`config.mk`:
```
export PLATFORM = sky130hd
export DESIGN_NAME = gio_top
export DESIGN_NICKNAME = d
export VERILOG_FILES = /design/src/rtl/gio_pkg.sv /design/src/rtl/gio_axis_capture.sv /design/src/rtl/gio_top.sv /design/src/rtl/gio_uart.sv
export SDC_FILE = /design/constraint.sdc
export NUM_CORES = 1
export LEC_CHECK = 0
export ABC_AREA = 1
export BUFFER_PORTS_ARGS = -buffer_cell sky130_fd_sc_hd__buf_2
export CORE_MARGIN = 4
export CORE_UTILIZATION = 60
export CTS_CLUSTER_SIZE = 10
export DETAILED_ROUTE_END_ITERATION = 12
export PLACE_DENSITY_LB_ADDON = 0.3
export SLEW_MARGIN = 20
export SYNTH_ARGS = -nofsm -noshare
export SYNTH_HDL_FRONTEND = slang
export SYNTH_SLANG_ARGS = --single-unit
```
`constraint.sdc`:
```
create_clock -name REF_CLK_I -period 5.9 [get_ports REF_CLK_I]
set_input_delay 0.295 -clock REF_CLK_I [delete_from_list [all_inputs] [get_ports REF_CLK_I]]
set_output_delay 0.295 -clock REF_CLK_I [all_outputs]
set_load 0.005 [all_outputs]
```
`src/rtl/gio_pkg.sv`:
```
// constants for the game io peripheral block
// Operation
// 15-bit counter advances on 1 MHz tick, wraps
// rollover latches buttons and fires all triggers
// each axis captures count when monostable ends
// axis read returns top eight count bits
// button read returns buttons in bits 0..3
// button bit zero means button was pressed
// ports 0..3 axes, port 4 buttons
// port 6 serial data, port 7 status
// data write transmits, data read returns received
// status shows transmitter ready and receive waiting
// any status write clears received flag; the code keeps it set when a byte arrives in the same cycle
// full duplex serial, no flow control lines
// serial rate fixed at 9600 bits/s
// ports 8..11 write lamp and segment bytes
// four bytes drive 16 lamps, four digits
// unassigned ports read zero, ignore writes
// status bit 0 tx ready, bit 1 rx
// read: data presented while strobe high, direction low
// write: data taken at edge, direction high
// 4-bit port, separate 8-bit data paths
package gio_pkg;
  // ---------------
  // bus shape
  // ---------------
  localparam int PORT_W = 4;
  localparam int DATA_W = 8;
  localparam int CNT_W = 15;
  localparam int AXES = 4;
  localparam int BUTTONS = 4;
  localparam int LAMPS = 16;
  // ---------------
  // port map
  // ---------------
  localparam logic [PORT_W-1:0] PORT_STICK1_X = 4'h0;
  localparam logic [PORT_W-1:0] PORT_STICK1_Y = 4'h1;
  localparam logic [PORT_W-1:0] PORT_STICK2_X = 4'h2;
  localparam logic [PORT_W-1:0] PORT_STICK2_Y = 4'h3;
  localparam logic [PORT_W-1:0] PORT_BUTTONS = 4'h4;
  localparam logic [PORT_W-1:0] PORT_SER_DATA = 4'h6;
  localparam logic [PORT_W-1:0] PORT_SER_STATUS = 4'h7;
  localparam logic [PORT_W-1:0] PORT_LAMP_LO = 4'h8;
  localparam logic [PORT_W-1:0] PORT_LAMP_HI = 4'h9;
  localparam logic [PORT_W-1:0] PORT_SEG_LO = 4'ha;
  localparam logic [PORT_W-1:0] PORT_SEG_HI = 4'hb;
  // ---------------
  // fields and reset values
  // ---------------
  localparam int STAT_TX_READY_BIT = 0;
  localparam int STAT_RX_FULL_BIT = 1;
  localparam int AXIS_TOP_LSB = 7;
  localparam logic [BUTTONS-1:0] BUTTON_RST = 4'hf;
  localparam logic [LAMPS-1:0] LAMP_RST = 16'h0000;
  localparam logic [LAMPS-1:0] SEG_RST = 16'h0000;
  localparam logic [CNT_W-1:0] COUNT_RST = 15'h0000;
  // ---------------
  // timing
  // ---------------
  localparam int CLK_PERIOD_NS = 10;
  localparam int TICK_PERIOD_NS = 1000;
  localparam int TICK_DIV = TICK_PERIOD_NS / CLK_PERIOD_NS;
  localparam int TICK_W = $clog2(TICK_DIV);
  localparam int BAUD_BPS = 9600;
  localparam int BIT_TIME_NS = 1000000000 / BAUD_BPS;
  localparam int BAUD_DIV = BIT_TIME_NS / CLK_PERIOD_NS;
endpackage : gio_pkg

```
`src/rtl/gio_axis_capture.sv`:
```
// one joystick axis: pin synchroniser and count capture
`timescale 1ns/1ns
module gio_axis_capture #(
  parameter int CNT_W = 15
) (
  // clock and reset
  input wire logic clk_i,
  input wire logic rst_i,
  // monostable pin and running count
  input wire logic pulse_i,
  input wire logic [CNT_W-1:0] count_i,
  // captured count
  output logic [CNT_W-1:0] count_o
);
  logic s1_reg, s2_reg, s3_reg;
  logic [CNT_W-1:0] cap_reg, cap_next;
  logic fall;

  // capture on return to the stable low level
  assign fall = s3_reg & ~s2_reg;
  always_comb begin
    cap_next = cap_reg;
    if (fall) begin
      cap_next = count_i;
    end
  end

  // registers, s1 feeds only s2
  always_ff @(posedge clk_i or posedge rst_i) begin
    if (rst_i) begin
      s1_reg <= 1'b0;
      s2_reg <= 1'b0;
      s3_reg <= 1'b0;
      cap_reg <= '0;
    end else begin
      s1_reg <= pulse_i;
      s2_reg <= s1_reg;
      s3_reg <= s2_reg;
      cap_reg <= cap_next;
    end
  end
  assign count_o = cap_reg;
endmodule : gio_axis_capture

```
`src/rtl/gio_top.sv`:
```
// game io peripherals: port decoder, joystick, serial, lamps
`timescale 1ns/1ns
module gio_top #(
  parameter int BAUD_DIV = gio_pkg::BAUD_DIV,
  parameter int TICK_CLKS = gio_pkg::TICK_DIV
) (
  // clock and reset
  input wire logic REF_CLK_I,
  input wire logic RST_I,
  // peripheral bus from the cpu
  input wire logic [gio_pkg::PORT_W-1:0] PORT_SELECT_I,
  input wire logic BUS_DIRECTION_I,
  input wire logic BUS_TRANSFER_STROBE_I,
  input wire logic [gio_pkg::DATA_W-1:0] BUS_WRITE_DATA_I,
  output logic [gio_pkg::DATA_W-1:0] BUS_READ_DATA_O,
  // joystick pins
  input wire logic [gio_pkg::AXES-1:0] STICK_AXIS_I,
  input wire logic [gio_pkg::BUTTONS-1:0] STICK_BUTTON_N_I,
  output logic STICK_TRIGGER_O,
  // serial pins
  input wire logic UART_RX_I,
  output logic UART_TX_O,
  // lamps and seven segment digits
  output logic [gio_pkg::LAMPS-1:0] LAMP_O,
  output logic [gio_pkg::LAMPS-1:0] SEGMENT_O
);
  import gio_pkg::*;

  // ---------------
  // declarations
  // ---------------
  logic rd_en;
  logic wr_en;
  logic tick;
  logic rollover;
  localparam int TICK_CW = $clog2(TICK_CLKS + 1);
  logic [TICK_CW-1:0] tick_cnt_reg, tick_cnt_next;
  logic [CNT_W-1:0] count_reg, count_next;
  logic trig_reg, trig_next;
  logic [BUTTONS-1:0] btn_s1_reg, btn_s2_reg;
  logic [BUTTONS-1:0] button_reg, button_next;
  logic [CNT_W-1:0] axis_cnt [AXES];
  logic tx_start;
  logic tx_ready;
  logic rx_valid;
  logic [7:0] rx_data;
  logic rx_full_reg, rx_full_next;
  logic [LAMPS-1:0] lamp_reg, lamp_next;
  logic [LAMPS-1:0] seg_reg, seg_next;
  logic [DATA_W-1:0] rd_data;

  // ---------------
  // bus strobes
  // ---------------
  // direction low reads, high writes
  assign rd_en = BUS_TRANSFER_STROBE_I & ~BUS_DIRECTION_I;
  assign wr_en = BUS_TRANSFER_STROBE_I & BUS_DIRECTION_I;

  // ---------------
  // 1 MHz tick
  // ---------------
  assign tick = (tick_cnt_reg == TICK_CW'(TICK_CLKS - 1));

  // divide the reference clock down to the tick
  always_comb begin
    if (tick) begin
      tick_cnt_next = '0;
    end else begin
      tick_cnt_next = tick_cnt_reg + 1'b1;
    end
  end

  always_ff @(posedge REF_CLK_I or posedge RST_I) begin
    if (RST_I) begin
      tick_cnt_reg <= '0;
    end else begin
      tick_cnt_reg <= tick_cnt_next;
    end
  end

  // ---------------
  // joystick sampling counter
  // ---------------
  assign rollover = tick && (count_reg == '1);

  // free running count, wraps to zero after all ones
  always_comb begin
    count_next = count_reg;
    if (tick) begin
      count_next = count_reg + 15'h0001;
    end
  end

  always_ff @(posedge REF_CLK_I or posedge RST_I) begin
    if (RST_I) begin
      count_reg <= COUNT_RST;
    end else begin
      count_reg <= count_next;
    end
  end

  // ---------------
  // buttons and trigger
  // ---------------
  // trigger held for one tick after each rollover
  always_comb begin
    trig_next = trig_reg;
    button_next = button_reg;
    if (rollover) begin
      trig_next = 1'b1;
      button_next = btn_s2_reg;
    end else if (tick) begin
      trig_next = 1'b0;
    end
  end

  // button pins pass two flops before the latch
  always_ff @(posedge REF_CLK_I or posedge RST_I) begin
    if (RST_I) begin
      btn_s1_reg <= BUTTON_RST;
      btn_s2_reg <= BUTTON_RST;
      button_reg <= BUTTON_RST;
      trig_reg <= 1'b0;
    end else begin
      btn_s1_reg <= STICK_BUTTON_N_I;
      btn_s2_reg <= btn_s1_reg;
      button_reg <= button_next;
      trig_reg <= trig_next;
    end
  end
  assign STICK_TRIGGER_O = trig_reg;

  // ---------------
  // axis capture
  // ---------------
  // one capture unit per axis
  for (genvar g = 0; g < AXES; g++) begin : g_axis
    gio_axis_capture #(
      .CNT_W(CNT_W)
    ) u_axis (
      .clk_i(REF_CLK_I),
      .rst_i(RST_I),
      .pulse_i(STICK_AXIS_I[g]),
      .count_i(count_reg),
      .count_o(axis_cnt[g])
    );
  end

  // ---------------
  // serial port
  // ---------------
  // a data write starts a byte when the transmitter is free
  assign tx_start = wr_en && (PORT_SELECT_I == PORT_SER_DATA);

  gio_uart #(
    .CLK_DIV(BAUD_DIV)
  ) u_uart (
    .clk_i(REF_CLK_I),
    .rst_i(RST_I),
    .tx_start_i(tx_start),
    .tx_data_i(BUS_WRITE_DATA_I),
    .tx_ready_o(tx_ready),
    .tx_pin_o(UART_TX_O),
    .rx_pin_i(UART_RX_I),
    .rx_valid_o(rx_valid),
    .rx_data_o(rx_data)
  );

  // received flag, a new byte wins over a clear
  always_comb begin
    rx_full_next = rx_full_reg;
    if (wr_en && PORT_SELECT_I == PORT_SER_STATUS) begin
      rx_full_next = 1'b0;
    end
    if (rx_valid) begin
      rx_full_next = 1'b1;
    end
  end

  always_ff @(posedge REF_CLK_I or posedge RST_I) begin
    if (RST_I) begin
      rx_full_reg <= 1'b0;
    end else begin
      rx_full_reg <= rx_full_next;
    end
  end

  // ---------------
  // lamps and digits
  // ---------------
  // write only bytes, unassigned ports change nothing
  always_comb begin
    lamp_next = lamp_reg;
    seg_next = seg_reg;
    if (wr_en) begin
      case (PORT_SELECT_I)
        PORT_LAMP_LO: lamp_next[7:0] = BUS_WRITE_DATA_I;
        PORT_LAMP_HI: lamp_next[15:8] = BUS_WRITE_DATA_I;
        PORT_SEG_LO: seg_next[7:0] = BUS_WRITE_DATA_I;
        PORT_SEG_HI: seg_next[15:8] = BUS_WRITE_DATA_I;
        default: begin
          lamp_next = lamp_reg;
        end
      endcase
    end
  end

  always_ff @(posedge REF_CLK_I or posedge RST_I) begin
    if (RST_I) begin
      lamp_reg <= LAMP_RST;
      seg_reg <= SEG_RST;
    end else begin
      lamp_reg <= lamp_next;
      seg_reg <= seg_next;
    end
  end
  assign LAMP_O = lamp_reg;
  assign SEGMENT_O = seg_reg;

  // ---------------
  // read data mux
  // ---------------
  // selects a registered value, zero when not reading
  always_comb begin
    rd_data = 8'h00;
    if (rd_en) begin
      case (PORT_SELECT_I)
        PORT_STICK1_X, PORT_STICK1_Y, PORT_STICK2_X, PORT_STICK2_Y: begin
          rd_data = axis_cnt[PORT_SELECT_I[1:0]][CNT_W-1:AXIS_TOP_LSB];
        end
        PORT_BUTTONS: rd_data = {4'h0, button_reg};
        PORT_SER_DATA: rd_data = rx_data;
        PORT_SER_STATUS: begin
          rd_data[STAT_TX_READY_BIT] = tx_ready;
          rd_data[STAT_RX_FULL_BIT] = rx_full_reg;
        end
        default: rd_data = 8'h00;
      endcase
    end
  end
  assign BUS_READ_DATA_O = rd_data;

  // ---------------
  // checks
  // ---------------
  localparam int TICK_GAP = TICK_CLKS;
endmodule : gio_top

```
`src/rtl/gio_uart.sv`:
```
// fixed rate full duplex serial engine
`timescale 1ns/1ns
module gio_uart #(
  parameter int CLK_DIV = 10416
) (
  // clock and reset
  input wire logic clk_i,
  input wire logic rst_i,
  // transmit side
  input wire logic tx_start_i,
  input wire logic [7:0] tx_data_i,
  output logic tx_ready_o,
  output logic tx_pin_o,
  // receive side
  input wire logic rx_pin_i,
  output logic rx_valid_o,
  output logic [7:0] rx_data_o
);
  localparam int CW = $clog2(CLK_DIV);
  localparam logic [CW-1:0] FULL = CW'(CLK_DIV - 1);
  localparam logic [CW-1:0] HALF = CW'(CLK_DIV / 2);

  logic [9:0] tx_sh_reg, tx_sh_next;
  logic [3:0] tx_bits_reg, tx_bits_next;
  logic [CW-1:0] tx_cnt_reg, tx_cnt_next;
  logic rx_s1_reg, rx_s2_reg;
  logic [9:0] rx_sh_reg, rx_sh_next;
  logic [3:0] rx_bits_reg, rx_bits_next;
  logic [CW-1:0] rx_cnt_reg, rx_cnt_next;
  logic [7:0] rx_data_reg, rx_data_next;
  logic rx_valid_reg, rx_valid_next;

  // transmit: start, eight data, stop at one fixed rate
  always_comb begin
    tx_sh_next = tx_sh_reg;
    tx_bits_next = tx_bits_reg;
    tx_cnt_next = tx_cnt_reg;
    if (tx_bits_reg == 4'h0) begin
      if (tx_start_i) begin
        tx_sh_next = {1'b1, tx_data_i, 1'b0};
        tx_bits_next = 4'ha;
        tx_cnt_next = FULL;
      end
    end else if (tx_cnt_reg == '0) begin
      tx_sh_next = {1'b1, tx_sh_reg[9:1]};
      tx_bits_next = tx_bits_reg - 4'h1;
      tx_cnt_next = FULL;
    end else begin
      tx_cnt_next = tx_cnt_reg - 1'b1;
    end
  end

  // receive: sample mid-bit, check start and stop
  always_comb begin
    rx_sh_next = rx_sh_reg;
    rx_bits_next = rx_bits_reg;
    rx_cnt_next = rx_cnt_reg;
    rx_data_next = rx_data_reg;
    rx_valid_next = 1'b0;
    if (rx_bits_reg == 4'h0) begin
      if (!rx_s2_reg) begin
        rx_bits_next = 4'ha;
        rx_cnt_next = HALF;
      end
    end else if (rx_cnt_reg == '0) begin
      rx_sh_next = {rx_s2_reg, rx_sh_reg[9:1]};
      rx_bits_next = rx_bits_reg - 4'h1;
      rx_cnt_next = FULL;
      if (rx_bits_reg == 4'h1 && rx_s2_reg && !rx_sh_reg[1]) begin
        rx_data_next = rx_sh_reg[9:2];
        rx_valid_next = 1'b1;
      end
    end else begin
      rx_cnt_next = rx_cnt_reg - 1'b1;
    end
  end

  // state registers
  always_ff @(posedge clk_i or posedge rst_i) begin
    if (rst_i) begin
      tx_sh_reg <= 10'h3ff;
      tx_bits_reg <= 4'h0;
      tx_cnt_reg <= '0;
      rx_s1_reg <= 1'b1;
      rx_s2_reg <= 1'b1;
      rx_sh_reg <= 10'h3ff;
      rx_bits_reg <= 4'h0;
      rx_cnt_reg <= '0;
      rx_data_reg <= 8'h00;
      rx_valid_reg <= 1'b0;
    end else begin
      tx_sh_reg <= tx_sh_next;
      tx_bits_reg <= tx_bits_next;
      tx_cnt_reg <= tx_cnt_next;
      rx_s1_reg <= rx_pin_i;
      rx_s2_reg <= rx_s1_reg;
      rx_sh_reg <= rx_sh_next;
      rx_bits_reg <= rx_bits_next;
      rx_cnt_reg <= rx_cnt_next;
      rx_data_reg <= rx_data_next;
      rx_valid_reg <= rx_valid_next;
    end
  end

  assign tx_ready_o = (tx_bits_reg == 4'h0);
  assign tx_pin_o = tx_sh_reg[0];
  assign rx_valid_o = rx_valid_reg;
  assign rx_data_o = rx_data_reg;
endmodule : gio_uart

```
==> flow_metrics.env <==
export IMPL_syn_nets=983
export IMPL_io_pins=67
export IMPL_status="complete, no violations"
export IMPL_instances_no_fill=1211
export IMPL_drive_above_1_share=0.1530
export IMPL_num_rows=41
export IMPL_synth_area_sq_um=8021
export IMPL_ir_worst_vdd_mv=0.2869
export IMPL_cp_max_fo=22
export IMPL_grt_util_all_layers=0.2446
export IMPL_synth_distinct_cells=37
export IMPL_dieArea_sq_um=15280
export IMPL_tritoncts="built"
export IMPL_numCtsBuffers=17
export IMPL_hold_viol=0
export IMPL_finClkSkew_ns=0.009295
export IMPL_worst_pin_slew_ns=0.8503
export IMPL_synth_area_leader_cell="dfrtp_1"
export IMPL_drc=0
export IMPL_num_antenna_cells=0
export IMPL_drt_iter0_markers=625
export IMPL_die_h_um=123.6
export IMPL_ys_warn_count=0
export IMPL_overflow=0
export IMPL_antenna_left=0
export IMPL_slew_headroom=0.4331
export IMPL_crit_required_ns=5.61
export IMPL_p_per_area_nw_per_um2=283.6
export IMPL_root_buffer="clkbuf_16"
export IMPL_yosysSeqAreaShare=0.5572
export IMPL_dp_slack_ns=3.693
export IMPL_core_area_sq_um=12880
export IMPL_timing_setup_critical_path_class="reg2out"
export IMPL_htreeDepth=4
export IMPL_dp_cells=1169
export IMPL_period_share=0.4351
export IMPL_dr_total_vias=6441
export IMPL_stdcell_area_sq_um=9188
export IMPL_wl_per_cell_um=14.44
export IMPL_place_gp_congestion=0.8966
export IMPL_critPathLaunch="u_uart.tx_bits_reg[0]"
export IMPL_area_growth_pct=14.54
export IMPL_max_freq_mhz=389.5
export IMPL_ys_ff_latch=177
export IMPL_final_nets=1058
export IMPL_clk_pin_slew_ns=0.07
export IMPL_port_buffers=66
export IMPL_fillers=981
export IMPL_initial_utilization=0.6230
export IMPL_grt_antenna_before_repair=0
export IMPL_grt_pass1_wl_um=29370
export IMPL_grt_pass1_vias=6095
export IMPL_setup_slack_ns=3.333
export IMPL_critPathLaunchType="register"
export IMPL_rsz0062_at_grt="false"
export IMPL_netlist_area_leader_share=0.4523
export IMPL_end_kind="output pin"
export IMPL_ys_top_cells_by_area="dfrtp_1 (45%), nand2_1 (15%), dfstp_2 (10%)"
export IMPL_p_int_uw=1997
export IMPL_swShare=0.2338
export IMPL_hp_class="in2async"
export IMPL_power_leakage_uw=0.004528
export IMPL_fin_tns_setup_ns=0
export IMPL_seqPwrFrac=0.497
export IMPL_total_power_uw=2606
export IMPL_grt_max_degree=95
export IMPL_dp_hpwl_um=11280
export IMPL_clkSinkCount=177
export IMPL_finalSetupViolations=0
export IMPL_largest_register_ffs=32
export IMPL_wl_um=17480
export IMPL_max_cap_violations=0
export IMPL_layout_common_cells="nand2_1 (322), dfrtp_1 (145), inv_1 (99)"
export IMPL_combinationalPowerShare=0.059
export IMPL_vias_per_cell=5.319
export IMPL_cts_setup_buffers=0
export IMPL_drtPass1Iterations=5
export IMPL_netlist_instances=951
export IMPL_worstPathArrival_ns=2.27
export IMPL_worstReg2RegStart="u_uart.tx_bits_reg[0]"
export IMPL_finalMaxSlewViolations=0
export IMPL_avgSynthCellArea_sq_um=8.435
export IMPL_p_sw_uw=609.2
export IMPL_post_dp_cell_area_sq_um=8466
export IMPL_clkLatencyLatePin_ns=0.43
export IMPL_p_clk_frac=0.445
export IMPL_cts_buffer_depth=2
export IMPL_period_needed_ns=2.567
export IMPL_die_x_um=123.6
export IMPL_mostFrequentLayoutCell="nand2_1"
[worst max-delay path: stages (launching register included)]
cell	delay, ns
dfrtp_1	0.38
inv_1	0.09
ha_1	0.19
nand3_1	0.51
o211ai_1	0.37
nor2_1	0.09
nor2_1	0.08
buf_2	0.12
[layer usage]
layer | vias to the layer above | wire length, um | global-route usage
li1 | 3171 | - | -
met1 | 3008 | 7804 | 0.3401
met2 | 235 | 8190 | 0.3903
met3 | 27 | 1157 | 0.04405
met4 | 0 | 329 | 0.08581
met5 | - | 0 | 0
[cell usage after synthesis, drive strengths merged]
master  number
o21ai      108
o211ai       1
nand4       15
nor2        70
xnor2        4
xor2        18
a21oi       14
o22ai        3
dfstp       32
clkbuf       4
nand2      328
dfrtp      145
nand3b       2
clkinv       1
nor4         1
o21bai       3
ha           7
buf         17
inv        103
o21a         1
nand3       64
nor3         8
or2          2
[cell type report]
cell class	instances	area, sq um	share of cell area
sequential	177	4469	0.4865
multi-input combinational	649	3048	0.3317
timing repair buffer	77	455.4	0.04957
clock buffer	17	425.4	0.04630
inverter	104	395.4	0.04303
tap	172	215.2	0.02342
clock inverter	15	178.9	0.01947
[final timing paths]
check / depth (start not counted) / slack, ns / to
min reg2reg: 0 / 0.35 / g_axis[3].u_axis.s2_reg
max in group asynchronous: 4 / 4.62 / u_uart.rx_s1_reg
max reg2reg: 8 / 3.68 / u_uart.tx_bits_reg[2]
min in group REF_CLK_I: 3 / 0.17 / u_uart.tx_sh_reg[8]
min: 2 / 0.01 / u_uart.tx_cnt_reg[12]
max: 7 / 3.33 / BUS_READ_DATA_O[0]
[stage by stage]
step / utilization / hold WS, ns
after floorplan: - / 0.2995
after global placement: 0.6575 / 0.3333
after detailed placement: 0.6575 / 0.3347
after CTS: 0.7114 / 0.06120
after global routing: 0.7135 / 0.08103
final: 0.7135 / 0.009604
[power by group through the flow]
stage	clock network, uW	logic (uW)	registers (uW)
after floorplan	0	67.7	1310
after global placement	0	141	1310
after detailed placement	0	147	1310
after CTS	1170	153	1290
after global routing	1220	175	1300
final	1160	153	1290
[logic make-up (layout without fill, tap and decap cells)]
family                     count (synthesis)  count (layout)  synth area share
xor gates and xnor gates                  22              22           0.02402
adders and majority gates                  7               7           0.01092
buffers and inverters                    125             213           0.06286
DFF                                      177             177            0.5572
and+or+nand+nor                          490             490            0.2614
AOI/OAI and AO/OA                        130             130           0.08361
[timing repair]
action | CTS | global route
endpoints found under the setup margin | 0 | 0
resized for setup | 0 | 0
hold endpoints to repair | 9 | 0
hold buffers | 9 | 0
Note: power is estimated with default switching activity, not from simulation.
